`src/inc/p2s_pkg.sv`:
```
// Constants for the port 2 flow control and energy-saving strap loader.
package p2s_pkg;

    // Register byte offsets on the APB slave.
    localparam logic [7:0] FLOW_OFS    = 8'h00;
    localparam logic [7:0] ADVERT_OFS  = 8'h04;
    localparam logic [7:0] MACTX_OFS   = 8'h08;
    localparam logic [7:0] PHYCFG_OFS  = 8'h0C;
    localparam logic [7:0] EEECAP_OFS  = 8'h10;
    localparam logic [7:0] EEEADV_OFS  = 8'h14;
    localparam logic [7:0] STATUS_OFS  = 8'h18;

    // Field positions in the flow control register.
    localparam int FLOW_BP_BIT     = 0;
    localparam int FLOW_TX_BIT     = 1;
    localparam int FLOW_RX_BIT     = 2;
    localparam int FLOW_MANUAL_BIT = 3;

    // Field positions in the PHY advertisement register.
    localparam int ADV_SYM_BIT  = 10;
    localparam int ADV_ASYM_BIT = 11;

    // Energy-saving enable positions.
    localparam int MACTX_EEE_BIT  = 0;
    localparam int PHYCFG_EEE_BIT = 0;
    localparam int EEE_100TX_BIT  = 1;

    // Status register fields.
    localparam int STAT_DONE_BIT  = 0;
    localparam int STAT_FX_BIT    = 1;
    localparam int STAT_STRAP_LSB = 2;

    // Strap vector layout and default values of the straps.
    localparam int STRAP_W     = 4;
    localparam int STRAP_BP    = 0;
    localparam int STRAP_FDFC  = 1;
    localparam int STRAP_MAN   = 2;
    localparam int STRAP_EEE   = 3;
    localparam logic BP_DEFAULT   = 1'b1;
    localparam logic FDFC_DEFAULT = 1'b1;
    localparam logic MAN_DEFAULT  = 1'b0;
    localparam logic EEE_DEFAULT  = 1'b0;

    // Cycles waited after reset so the strap synchronisers hold pin values.
    localparam logic [1:0] SETTLE_CYCLES = 2'h3;

    // Loader states.
    typedef enum logic [1:0] {
        P2S_SETTLE = 2'b01,
        P2S_RUN    = 2'b10
    } p2s_state_t;

endpackage

```
`src/p2s_strap_loader.sv`:
```
// Port 2 flow control and energy-saving strap defaults with APB registers.
//
// Chosen here: the register addresses and the APB register port.
`timescale 1ns/1ps

// What this block does
// RL1 - Backpressure strap is reset default of port 2 backpressure enable.
// RL2 - Full-duplex flow strap sets both transmit and receive pause enables.
// RL3 - Full-duplex flow strap also sets PHY asymmetric pause advertisement.
// RL4 - Manual flow strap becomes reset default of manual flow select.
// RL5 - Manual flow strap also affects PHY symmetric and asymmetric pause.
// RL6 - In fibre mode straps do not touch PHY pause or energy bits.
// RL7 - Energy-saving strap sets MAC transmit energy-saving enable default.
// RL8 - Energy-saving strap sets PHY enable, capability and advert bits.
// RL9 - In fibre mode energy-saving operation on port 2 ends disabled.
// RL10 - Straps only give reset defaults; later software writes override them.
module p2s_strap_loader (
    // Clock and reset.
    input  wire logic        clk,
    input  wire logic        reset,
    // Strap pins, asynchronous to clk.
    input  wire logic        port2_backpressure_strap,
    input  wire logic        port2_fullduplex_flow_strap,
    input  wire logic        port2_manual_flow_strap,
    input  wire logic        energy_saving_strap_pin,
    input  wire logic        phy_fibre_mode,
    // APB slave.
    input  wire logic        psel,
    input  wire logic        penable,
    input  wire logic        pwrite,
    input  wire logic [7:0]  paddr,
    input  wire logic [31:0] pwdata,
    output logic      [31:0] prdata,
    output logic             pready,
    output logic             pslverr,
    // Configuration bits to the port 2 MAC and PHY.
    output logic             port2_backpressure_enable,
    output logic             port2_tx_pause_enable,
    output logic             port2_rx_pause_enable,
    output logic             port2_manual_flow_select,
    output logic             phy_advert_sym_pause,
    output logic             phy_advert_asym_pause,
    output logic             mac_energy_saving_enable,
    output logic             phy_energy_saving_enable,
    output logic             phy_eee_cap_100tx,
    output logic             phy_eee_adv_100tx,
    output logic             port2_energy_saving_active,
    output logic             strap_load_done
);

    ////////////////////////////////////////////////////////////////////////
    // Strap synchronisers.

    logic [p2s_pkg::STRAP_W:0] strap_meta_r;
    logic [p2s_pkg::STRAP_W:0] strap_sync_r;
    logic [p2s_pkg::STRAP_W-1:0] strap_latch_r;
    logic                        fx_r;

    // Pins pass two flops before any logic looks at them.
    always_ff @(posedge clk) begin
        strap_meta_r <= {phy_fibre_mode, energy_saving_strap_pin,
                         port2_manual_flow_strap,
                         port2_fullduplex_flow_strap,
                         port2_backpressure_strap};
        strap_sync_r <= strap_meta_r;
    end

    ////////////////////////////////////////////////////////////////////////
    // Load sequencer.

    p2s_pkg::p2s_state_t state_r;
    logic [1:0]          settle_cnt_r;
    logic                load_now;

    assign load_now = (state_r == p2s_pkg::P2S_SETTLE) &&
                      (settle_cnt_r == p2s_pkg::SETTLE_CYCLES);

    // Waits until the synchronisers are filled, then loads once.
    always_ff @(posedge clk) begin
        if (reset) begin
            state_r      <= p2s_pkg::P2S_SETTLE;
            settle_cnt_r <= 2'h0;
        end else begin
            case (state_r)
                p2s_pkg::P2S_SETTLE: begin
                    settle_cnt_r <= settle_cnt_r + 2'h1;
                    if (load_now) begin
                        state_r <= p2s_pkg::P2S_RUN;
                    end
                end
                p2s_pkg::P2S_RUN: begin
                    state_r <= p2s_pkg::P2S_RUN;
                end
                default: begin
                    state_r <= p2s_pkg::P2S_SETTLE;
                end
            endcase
        end
    end

    // Captured strap values, visible in the status register.
    always_ff @(posedge clk) begin
        if (reset) begin
            strap_latch_r <= {p2s_pkg::EEE_DEFAULT, p2s_pkg::MAN_DEFAULT,
                              p2s_pkg::FDFC_DEFAULT, p2s_pkg::BP_DEFAULT};
            fx_r          <= 1'b0;
        end else if (load_now) begin
            strap_latch_r <= strap_sync_r[p2s_pkg::STRAP_W-1:0];
            fx_r          <= strap_sync_r[p2s_pkg::STRAP_W];
        end
    end

    ////////////////////////////////////////////////////////////////////////
    // APB decode.

    logic wr_en;
    logic sw_access;

    // Software is held off until the straps have been applied.
    assign sw_access = psel && penable && !pready && (state_r ==
                       p2s_pkg::P2S_RUN); // RL10
    assign wr_en     = psel && penable && pready && pwrite;

    // Derived defaults from the synchronised straps.
    logic s_bp;
    logic s_fdfc;
    logic s_man;
    logic s_eee;
    logic s_fx;
    assign s_bp   = strap_sync_r[p2s_pkg::STRAP_BP];
    assign s_fdfc = strap_sync_r[p2s_pkg::STRAP_FDFC];
    assign s_man  = strap_sync_r[p2s_pkg::STRAP_MAN];
    assign s_eee  = strap_sync_r[p2s_pkg::STRAP_EEE];
    assign s_fx   = strap_sync_r[p2s_pkg::STRAP_W];

    ////////////////////////////////////////////////////////////////////////
    // Switch port 2 flow control bits.

    // Strap load wins only at the load point; writes rule afterwards.
    always_ff @(posedge clk) begin
        if (reset) begin
            port2_backpressure_enable <= p2s_pkg::BP_DEFAULT;
            port2_tx_pause_enable     <= p2s_pkg::FDFC_DEFAULT;
            port2_rx_pause_enable     <= p2s_pkg::FDFC_DEFAULT;
            port2_manual_flow_select  <= p2s_pkg::MAN_DEFAULT;
        end else if (load_now) begin
            port2_backpressure_enable <= s_bp;   // RL1
            port2_tx_pause_enable     <= s_fdfc; // RL2
            port2_rx_pause_enable     <= s_fdfc; // RL2
            port2_manual_flow_select  <= s_man;  // RL4
        end else if (wr_en && paddr == p2s_pkg::FLOW_OFS) begin
            port2_backpressure_enable <= pwdata[p2s_pkg::FLOW_BP_BIT]; // RL10
            port2_tx_pause_enable     <= pwdata[p2s_pkg::FLOW_TX_BIT];
            port2_rx_pause_enable     <= pwdata[p2s_pkg::FLOW_RX_BIT];
            port2_manual_flow_select  <= pwdata[p2s_pkg::FLOW_MANUAL_BIT];
        end
    end

    ////////////////////////////////////////////////////////////////////////
    // PHY pause advertisement.

    // Manual flow control suppresses pause advertisement; fibre clears it.
    always_ff @(posedge clk) begin
        if (reset) begin
            phy_advert_sym_pause  <= 1'b0;
            phy_advert_asym_pause <= 1'b0;
        end else if (load_now) begin
            phy_advert_sym_pause  <= !s_fx && !s_man && s_fdfc; // RL5 RL6
            phy_advert_asym_pause <= !s_fx && !s_man && s_fdfc; // RL3 RL5
        end else if (wr_en && paddr == p2s_pkg::ADVERT_OFS) begin
            phy_advert_sym_pause  <= pwdata[p2s_pkg::ADV_SYM_BIT];
            phy_advert_asym_pause <= pwdata[p2s_pkg::ADV_ASYM_BIT];
        end
    end

    ////////////////////////////////////////////////////////////////////////
    // Energy-saving enables in MAC and PHY.

    // In fibre mode no energy-saving result exists, so all start off.
    always_ff @(posedge clk) begin
        if (reset) begin
            mac_energy_saving_enable <= p2s_pkg::EEE_DEFAULT;
            phy_energy_saving_enable <= p2s_pkg::EEE_DEFAULT;
            phy_eee_cap_100tx        <= p2s_pkg::EEE_DEFAULT;
            phy_eee_adv_100tx        <= p2s_pkg::EEE_DEFAULT;
        end else if (load_now) begin
            mac_energy_saving_enable <= s_eee && !s_fx; // RL7 RL9
            phy_energy_saving_enable <= s_eee && !s_fx; // RL8 RL6
            phy_eee_cap_100tx        <= s_eee && !s_fx; // RL8 RL6
            phy_eee_adv_100tx        <= s_eee && !s_fx; // RL8 RL6
        end else if (wr_en) begin
            if (paddr == p2s_pkg::MACTX_OFS) begin
                mac_energy_saving_enable <= pwdata[p2s_pkg::MACTX_EEE_BIT];
            end
            if (paddr == p2s_pkg::PHYCFG_OFS) begin
                phy_energy_saving_enable <= pwdata[p2s_pkg::PHYCFG_EEE_BIT];
            end
            if (paddr == p2s_pkg::EEECAP_OFS) begin
                phy_eee_cap_100tx <= pwdata[p2s_pkg::EEE_100TX_BIT];
            end
            if (paddr == p2s_pkg::EEEADV_OFS) begin
                phy_eee_adv_100tx <= pwdata[p2s_pkg::EEE_100TX_BIT];
            end
        end
    end

    // Even if software sets the enable, fibre mode keeps the port idle-free.
    always_ff @(posedge clk) begin
        if (reset) begin
            port2_energy_saving_active <= 1'b0;
            strap_load_done            <= 1'b0;
        end else begin
            port2_energy_saving_active <= mac_energy_saving_enable &&
                                          !fx_r; // RL9
            strap_load_done            <= (state_r == p2s_pkg::P2S_RUN);
        end
    end

    ////////////////////////////////////////////////////////////////////////
    // APB answer: one wait state, read data and error set with pready.

    logic [31:0] rd_nxt;
    logic        err_nxt;

    always_comb begin
        rd_nxt  = 32'h0000_0000;
        err_nxt = 1'b0;
        case (paddr)
            p2s_pkg::FLOW_OFS: begin
                rd_nxt[p2s_pkg::FLOW_BP_BIT]     = port2_backpressure_enable;
                rd_nxt[p2s_pkg::FLOW_TX_BIT]     = port2_tx_pause_enable;
                rd_nxt[p2s_pkg::FLOW_RX_BIT]     = port2_rx_pause_enable;
                rd_nxt[p2s_pkg::FLOW_MANUAL_BIT] = port2_manual_flow_select;
            end
            p2s_pkg::ADVERT_OFS: begin
                rd_nxt[p2s_pkg::ADV_SYM_BIT]  = phy_advert_sym_pause;
                rd_nxt[p2s_pkg::ADV_ASYM_BIT] = phy_advert_asym_pause;
            end
            p2s_pkg::MACTX_OFS: begin
                rd_nxt[p2s_pkg::MACTX_EEE_BIT] = mac_energy_saving_enable;
            end
            p2s_pkg::PHYCFG_OFS: begin
                rd_nxt[p2s_pkg::PHYCFG_EEE_BIT] = phy_energy_saving_enable;
            end
            p2s_pkg::EEECAP_OFS: begin
                rd_nxt[p2s_pkg::EEE_100TX_BIT] = phy_eee_cap_100tx;
            end
            p2s_pkg::EEEADV_OFS: begin
                rd_nxt[p2s_pkg::EEE_100TX_BIT] = phy_eee_adv_100tx;
            end
            p2s_pkg::STATUS_OFS: begin
                rd_nxt[p2s_pkg::STAT_DONE_BIT] = strap_load_done;
                rd_nxt[p2s_pkg::STAT_FX_BIT]   = fx_r;
                rd_nxt[p2s_pkg::STAT_STRAP_LSB +: p2s_pkg::STRAP_W] =
                    strap_latch_r;
                err_nxt = pwrite; // Status is read only.
            end
            default: begin
                err_nxt = 1'b1;
            end
        endcase
    end

    // Registered answer so every bus output comes from a flop.
    always_ff @(posedge clk) begin
        if (reset) begin
            pready  <= 1'b0;
            pslverr <= 1'b0;
            prdata  <= 32'h0000_0000;
        end else begin
            pready  <= sw_access;
            pslverr <= sw_access && err_nxt;
            prdata  <= (sw_access && !pwrite) ? rd_nxt : 32'h0000_0000;
        end
    end

endmodule

```
`config.mk`:
```
export PLATFORM = sky130hd
export DESIGN_NAME = p2s_strap_loader
export DESIGN_NICKNAME = d
export VERILOG_FILES = /design/src/inc/p2s_pkg.sv /design/src/p2s_strap_loader.sv
export SDC_FILE = /design/constraint.sdc
export NUM_CORES = 1
export LEC_CHECK = 0
export BUFFER_PORTS_ARGS = -buffer_cell sky130_fd_sc_hd__buf_2
export CORE_MARGIN = 3
export CORE_UTILIZATION = 36
export CTS_CLUSTER_DIAMETER = 50
export CTS_CLUSTER_SIZE = 12
export DETAILED_ROUTE_END_ITERATION = 10
export PLACE_DENSITY = 0.67
export SYNTH_ARGS = -nofsm -noshare
export SYNTH_HDL_FRONTEND = slang
export SYNTH_SLANG_ARGS = --single-unit
```
`constraint.sdc`:
```
create_clock -name clk -period 3.1 [get_ports clk]
set_input_delay 0.62 -clock clk [delete_from_list [all_inputs] [get_ports clk]]
set_output_delay 0.62 -clock clk [all_outputs]
set_load 0.005 [all_outputs]
```
==> results of run 1 <==
## worst paths after layout
check,from,to,slack (ns),cells past startpoint
hold / removal,strap_meta_r[0],strap_sync_r[0],0.33,0
setup / recovery,paddr[4],port2_manual_flow_select,1.35,5
setup reg to reg,state_r[1],phy_advert_asym_pause,1.43,6
hold reg to reg,strap_meta_r[0],strap_sync_r[0],0.33,0
## state kept, by name, indices dropped and copies added (netlist names), 2 cells and up
name	cells
prdata	8
settle_cnt_r	2
state_r	2
strap_latch_r	4
strap_meta_r	5
strap_sync_r	5
## critical path, delay by kind of cell
kind / cells / cell delay [ns]
AND/OR/NAND/NOR: 3 / 0.89
AO/OA/AOI/OAI: 1 / 0.28
buffers and inverters: 1 / 0.15
## area by class of cell
| type | count | area, um^2 |
|---|---|---|
| Tap cell | 52 | 65.1 |
| Fill cell | 462 | 2500 |
| Timing Repair Buffer | 45 | 225 |
| Clock buffer | 7 | 86.3 |
| Sequential cell | 41 | 821 |
| Multi-Input combinational cell | 130 | 791 |
| Inverter | 3 | 11.3 |
## metrics by stage
step / utilization, % / worst slack [ns]
global route: 44.4 / 1.27
finish: 44.4 / 1.35
floorplan: - / 1.39
detailed placement: 42.5 / 1.06
global placement: 42.5 / 1.10
CTS: 44.4 / 1.36
## power by group
| part | total [mW] | internal [mW] | switching, mW |
|---|---|---|---|
| Sequential | 0.610 | 0.579 | 0.0307 |
| Combinational | 0.196 | 0.0876 | 0.108 |
| Clock | 0.337 | 0.176 | 0.161 |
| Total | 1.14 | 0.843 | 0.300 |
## Yosys cell counts (all sizes together), types with 2 or more instances
| master | n | area share [%] |
|---|---|---|
| o21bai | 2 | 0.86 |
| a31oi | 3 | 1.1 |
| mux2i | 9 | 5.2 |
| nor3b | 2 | 0.86 |
| ha | 3 | 2.2 |
| nand4 | 3 | 1.1 |
| a21oi | 11 | 3.2 |
| nor2 | 14 | 3.0 |
| buf | 26 | 11 |
| nor4 | 2 | 2.4 |
| nor4b | 2 | 1.0 |
| dfxtp | 41 | 47 |
| nand2b | 3 | 1.1 |
| a32oi | 4 | 2.0 |
| o21ai | 2 | 0.57 |
| nand2 | 13 | 2.8 |
| inv | 3 | 0.65 |
| clkbuf | 5 | 1.1 |
| nor3 | 4 | 1.1 |
| nand3 | 8 | 2.6 |
| and2 | 8 | 3.0 |
## routing by layer
| metal | vias to the layer above | global-route usage, % | share of wire (%) |
|---|---|---|---|
| li1 | 666 | - | - |
| met1 | 590 | 16.6 | 44 |
| met2 | 62 | 19.0 | 46 |
| met3 | 6 | 4.75 | 9.3 |
| met4 | 0 | 4.66 | 1.4 |
| met5 | - | 0 | 0 |
## logic make-up (layout without fill, tap and decap cells)
logic type,Yosys count,after routing
AND/OR/NAND/NOR,66,66
flip-flops,41,41
buffers and inverters,34,55
AO/OA/AOI/OAI,27,27
multiplexers,9,9
adder cells (fa/ha/maj),3,3
other,1,24
XOR/XNOR,1,1
==> flow_summary.toml, run 1 <==
[status]
status = "finished clean"

[final_layout]
final_common_cell = "buf_2"
layout-drive-gt1-share_pct = 26.1
area_growth_pct = 14.6
design_area_um2 = 2000
antenna_cells = 0
final_nets = 279
fin_cells = 278
final_cell_mix = "buf_2, dfxtp_1, conb_1"

[routing]
first_pass_iters = 4
drt_wl_total_mm = 3.54
drt-wirelength-per-cell_um = 12.7
vias = 1324
drt_iter0_drc = 48
antenna_left = 0
drcViolationCount = 0
avgViaCountPerCell = 4.76

[cts]
ctsRootBufferMaster = "clkbuf_8"
ctsHoldBuffers = 0
clock_latency_ns = 0.28
cts_tree = "yes"
clockBufferDepth = 2
clk_pin_slew_ns = 0.07
htreeDepth = 2
cts_setup_buffers = 0
cts_resized = 0
cts_buffers = 5
cts_sinks = 41

[yosys]
synth_compound_area_share_pct = 10.3
synth_top_family_by_area = "simple AND/OR/NAND/NOR gates"
synth.area.mux_share_pct = 5.16
synthArstFlopShare_pct = 0
yosysUniqueCellTypes = 38
synth_xor_xnor_area_share_pct = 0.502
ys_ff_latch = 41
netlist_instances = 182
synthAdderAreaFrac_pct = 2.15
syn_avg_cell_area_um2 = 9.59
synth-main-ff-cell = "dfxtp_1"
netlist_area_um2 = 1750
yosys.area_share.simple_pct = 22.0
synth_warnings = 0
synth_edf_count = 0
ys_seq_area_share_pct = 47.0

[global_routing]
grt_util_all_layers_pct = 12.7
grt_pass1_wl_mm = 5.33
gr-total-overflow = 0
grt_antenna_before_repair = 0
grt_pass1_vias = 1118
grt_max_degree = 17

[sta]
slew_viol_final = 0
hold_viol_final = 0
rsz0062_at_grt = "false"
tightest_slew_ns = 0.554
setup_viol = 0
holdWs_ns = 0.329
skew_ns = 0.00185
fmax_mhz = 572
period_minus_slack_ns = 1.75
timing.slew.headroom_pct = 62.8
min_period_over_period_pct = 56.4
setup-tns-final_ns = 0

[setup_path]
path_max_fanout = 9
crit_path_start_kind = "primary input"
required_ns = 3.30
path_class = "in2reg"
crit_path_end_kind = "register"
slowest_delay_ns = 0.54
crit_chain = "buf_2, nor4_4, and2_4, nand3_2, a311oi_2"
critPathArrivalTime_ns = 1.95
slowest_stage = "nor4_4"

[floorplanning]
dieArea_um2 = 5720
start_util_pct = 38.8
io_pins = 96
rows = 24
fp.dieH_um = 75.6
die_w_um = 75.6
coreArea_um2 = 4500

[placed_design]
place_area_um2 = 1910
dp_hpwl_mm = 2.75
io_buffers = 45
placed_cells = 271
place_congestion = 0.814

[pwr]
peakVddDrop_mv = 0.345
finalPower_mw = 1.14
powerDensity_nw_per_um2 = 572
p_leak_nw = 0.947

[hold_path]
min_path_type = "reg2reg"

[job]
maxCapViolCount = 0
No activity file was read; power rests on OpenSTA's default activity.
==> inputs of run 2 (changes only) <==
--- a/config.mk
+++ b/config.mk
@@ -11,7 +11,7 @@
 export CTS_CLUSTER_DIAMETER = 50
 export CTS_CLUSTER_SIZE = 12
 export DETAILED_ROUTE_END_ITERATION = 10
-export PLACE_DENSITY = 0.67
+export PLACE_DENSITY = 0.7
 export SYNTH_ARGS = -nofsm -noshare
 export SYNTH_HDL_FRONTEND = slang
 export SYNTH_SLANG_ARGS = --single-unit
==> constraint.sdc (replaced) <==
create_clock -name clk -period 1.6 [get_ports clk]
set_input_delay 0.32 -clock clk [delete_from_list [all_inputs] [get_ports clk]]
set_output_delay 0.32 -clock clk [all_outputs]
set_load 0.005 [all_outputs]
==> flow_summary.toml, run 2 (synthesis results as in run 1) <==
[final_layout]
layout_top_registers = "prdata: 8 flops, strap_meta_r: 5 flops, strap_sync_r: 5 flops"
antenna_cells = 0
area_growth_pct = 19.3
final_common_cell = "buf_2"
post-route-util_pct = 46.2
layout-drive-gt1-share_pct = 30.3
final_cell_mix = "buf_2, dfxtp_1, conb_1"
final_nets = 290
regMostFlops = "prdata"
design_area_um2 = 2080
largest_reg_flops = 8

[hold_path]
hold_path_depth = 1
min_path_type = "in2reg"
hp-start = "energy_saving_strap_pin"

[cts]
cts_setup_buffers = 0
cts_sinks = 41
ctsRootBufferMaster = "clkbuf_8"
clk_pin_slew_ns = 0.07
cts_tree = "yes"
htreeDepth = 2
clockBufferDepth = 2
clock_latency_ns = 0.29
cts_buffers = 5

[global_routing]
grt_pass1_vias = 1211
gr-total-overflow = 0
grt_util_all_layers_pct = 13.0
grt_pass1_wl_mm = 5.51
grt_antenna_before_repair = 0
grt_max_degree = 16

[setup_path]
startpoint = "state_r[0]"
rr_startpoint = "state_r[0]"
crit_buf_inv = 1
path_max_fanout = 5
slowest_stage = "or4_4"
crit_path_start_kind = "register"
path_class = "reg2reg"
cp_num_cells = 6
critPathArrivalTime_ns = 1.66
crit_chain = "inv_1, ha_1, nand2b_1, or4_4, nor2b_1, and2_1"
required_ns = 1.84
crit_path_end_kind = "register"
cpLargestDelayFamily = "simple AND/OR/NAND/NOR gates"
rr_worst_depth = 6
slowest_delay_ns = 0.47

[routing]
avgViaCountPerCell = 4.61
vias = 1337
drcViolationCount = 0
drt-wirelength-per-cell_um = 12.3
drt_wl_total_mm = 3.58
drt_iter0_drc = 37
first_pass_iters = 4
antenna_left = 0

[placed_design]
dp_hpwl_mm = 2.89
place_congestion = 0.785
place_area_um2 = 2000
place_ws_ns = 0.0423
io_buffers = 45

[sta]
setup_viol = 0
min_period_over_period_pct = 88.9
holdWs_ns = 0.124
skew_ns = 0.00227
fin_ws_ns = 0.178
fmax_mhz = 703
slew_viol_final = 0
rsz0062_at_grt = "false"
setup-tns-final_ns = 0
period_minus_slack_ns = 1.42
hold_viol_final = 0

[floorplanning]
coreArea_um2 = 4500
start_util_pct = 38.8
die_w_um = 75.6
fp.dieH_um = 75.6
io_pins = 96
dieArea_um2 = 5720
rows = 24

[status]
status = "finished clean"

[pwr]
powerDensity_nw_per_um2 = 1070
p_leak_nw = 1.00
peakVddDrop_mv = 0.605

[job]
maxCapViolCount = 0
-- run 2: cell count changes in the layout (fill, tap and decap cells not counted) --
cell	change
clkbuf_8	-1
buf_4	+11
clkinv_2	+2
or4_4	+1
or4_1	-1
-- run 2: metrics by stage --
| stage | power [mW] | std cells |
|---|---|---|
| floorplan | 1.50 | 205 |
| global placement | 1.59 | 282 |
| detailed placement | 1.61 | 282 |
| global route | 2.37 | 290 |
| finish | 2.22 | 290 |
| CTS | 2.25 | 290 |
-- run 2: timing repair --
action / 4_1_cts / 5_1_grt
setup endpoints to repair: 0 / 4
hold buffers: 0 / 0
gates resized for setup: 0 / 1
-- run 2: final cells by class --
| cell class | instances | area (um^2) |
|---|---|---|
| Fill cell | 441 | 2420 |
| Tap cell | 52 | 65.1 |
| Timing Repair Buffer | 56 | 308 |
| Clock buffer | 6 | 72.6 |
| Inverter | 3 | 11.3 |
| Clock inverter | 2 | 10.0 |
| Multi-Input combinational cell | 130 | 795 |
| Sequential cell | 41 | 821 |
-- run 2: where the power goes --
group          switching, mW  internal [mW]
Clock                  0.335          0.302
Sequential            0.0594           1.12
Combinational          0.215          0.190
Total                  0.610           1.61
-- run 2: path summary, 6_finish.rpt --
| kind | slack, ns | endpoint |
|---|---|---|
| min reg2reg | 0.33 | strap_sync_r[3] |
| min | 0.12 | strap_meta_r[3] |
| max | 0.18 | prdata[5] |
| max reg2reg | 0.18 | prdata[5] |
-- run 2: layer usage --
layer | GRT usage, % | wire [um] | vias up
li1 | - | - | 689
met1 | 16.1 | 1620 | 598
met2 | 21.0 | 1660 | 44
met3 | 5.15 | 252 | 6
met4 | 3.50 | 38 | 0
met5 | 0 | 0 | -
==> inputs of run 3 (changes only) <==
--- a/config.mk
+++ b/config.mk
@@ -7,11 +7,10 @@
 export LEC_CHECK = 0
 export BUFFER_PORTS_ARGS = -buffer_cell sky130_fd_sc_hd__buf_2
 export CORE_MARGIN = 3
-export CORE_UTILIZATION = 36
+export CORE_UTILIZATION = 25
 export CTS_CLUSTER_DIAMETER = 50
 export CTS_CLUSTER_SIZE = 12
 export DETAILED_ROUTE_END_ITERATION = 10
-export PLACE_DENSITY = 0.7
 export SYNTH_ARGS = -nofsm -noshare
 export SYNTH_HDL_FRONTEND = slang
 export SYNTH_SLANG_ARGS = --single-unit
==> flow_summary.toml, run 3 (synthesis results as in run 1) <==
[cts]
cts_sinks = 41
clock_latency_ns = 0.28
cts_tree = "yes"
htreeDepth = 2
ctsHoldBuffers = 0
clk_pin_slew_ns = 0.07
clockBufferDepth = 2
ctsRootBufferMaster = "clkbuf_8"
cts_buffers = 5

[final_layout]
final_nets = 289
layout_top_registers = "prdata: 8 flops, strap_meta_r: 5 flops, strap_sync_r: 5 flops"
final_cell_mix = "buf_2, dfxtp_1, conb_1"
antenna_cells = 0
design_area_um2 = 2130
area_growth_pct = 22.0
final_common_cell = "buf_2"
regMostFlops = "prdata"
layout-drive-gt1-share_pct = 29.7
largest_reg_flops = 8

[global_routing]
grt_pass1_wl_mm = 5.87
grt_antenna_before_repair = 0
gr-total-overflow = 0
grt_util_all_layers_pct = 9.57
grt_pass1_vias = 1279
grt_max_degree = 16

[sta]
setup-tns-final_ns = 0
skew_ns = 0.00517
period_minus_slack_ns = 1.45
slew_viol_final = 0
min_period_over_period_pct = 90.5
rsz0062_at_grt = "false"
holdWs_ns = 0.137
hold_viol_final = 0
setup_viol = 0
fmax_mhz = 691

[pwr]
pwr-share-seq_pct = 52.9
peakVddDrop_mv = 0.410
p_leak_nw = 0.998
p_clk_share_pct = 29.5
p_int_mw = 1.65
p_sw_mw = 0.587
pwr-share-comb_pct = 17.6
swShare_pct = 26.3
powerDensity_nw_per_um2 = 1050

[routing]
drt-wirelength-per-cell_um = 11.4
drt_iter0_drc = 51
drt_wl_total_mm = 3.75
first_pass_iters = 4
avgViaCountPerCell = 4.09
antenna_left = 0
drcViolationCount = 0
vias = 1346

[placed_design]
place_congestion = 0.787
io_buffers = 45
place_area_um2 = 2040
dp_hpwl_mm = 3.07

[floorplanning]
fp.dieH_um = 89.6
coreArea_um2 = 6570
start_util_pct = 26.6
rows = 29
io_pins = 96
die_w_um = 89.6
dieArea_um2 = 8020

[setup_path]
crit_path_end_kind = "register"
path_max_fanout = 6
critPathArrivalTime_ns = 1.67
crit_path_start_kind = "register"
path_class = "reg2reg"
required_ns = 1.82

[job]
maxCapViolCount = 0

[hold_path]
min_path_type = "in2reg"

[status]
status = "finished clean"
## run 3: what timing repair did
item	in CTS	in global routing
gates resized for setup	0	1
setup buffers	0	0
endpoints found under the setup margin	0	4
## run 3: routing by layer
layer	global-route usage [%]	part of all wire [%]
met1	13.0	46
met2	14.8	46
met3	2.86	7.9
met4	2.44	0.21
met5	0	0
## run 3: critical path, stage by stage, from the launching register on
cell and delay, ns:
dfxtp_1 0.32, inv_1 0.06, ha_1 0.14, nand2b_1 0.08, or4_4 0.48, nor2b_1 0.18, and2_1 0.14
## run 3: worst paths after layout
path                            startpoint               to  slack, ns  cells after the start
setup reg to reg                state_r[0]        prdata[5]       0.15                      6
hold reg to reg            strap_meta_r[4]  strap_sync_r[4]       0.33                      0
setup / recovery                state_r[0]        prdata[5]       0.15                      6
hold / removal    port2_backpressure_strap  strap_meta_r[0]       0.14                      1
## run 3: per-stage QoR
stage                     util, %  instances  setup WS [ns]  power [mW]
after detailed placement     31.1        322        0.00707        1.61
after global routing         32.4        329         0.0277        2.38
after global placement       31.1        322         0.0233        1.59
after floorplan                 -        205          0.192        1.50
final                        32.4        329          0.152        2.24
after CTS                    32.4        329        0.00619        2.28
## run 3: layout make-up
type                    instances  area [um^2]
inverters                       3         11.3
multi-input cells             130          795
clock buffers                   7         86.3
fillers                       720         4440
repair buffers                 55          300
flip-flops and latches         41          821
well taps                      93          116
## run 3: power by group through the flow
stage,combinational (mW),sequential [mW],clock (mW)
2_1_floorplan,0.300,1.20,0
3_3_place_gp,0.389,1.20,0
3_5_place_dp,0.398,1.21,0
4_1_cts,0.400,1.18,0.696
5_1_grt,0.457,1.20,0.727
6_report,0.393,1.18,0.660
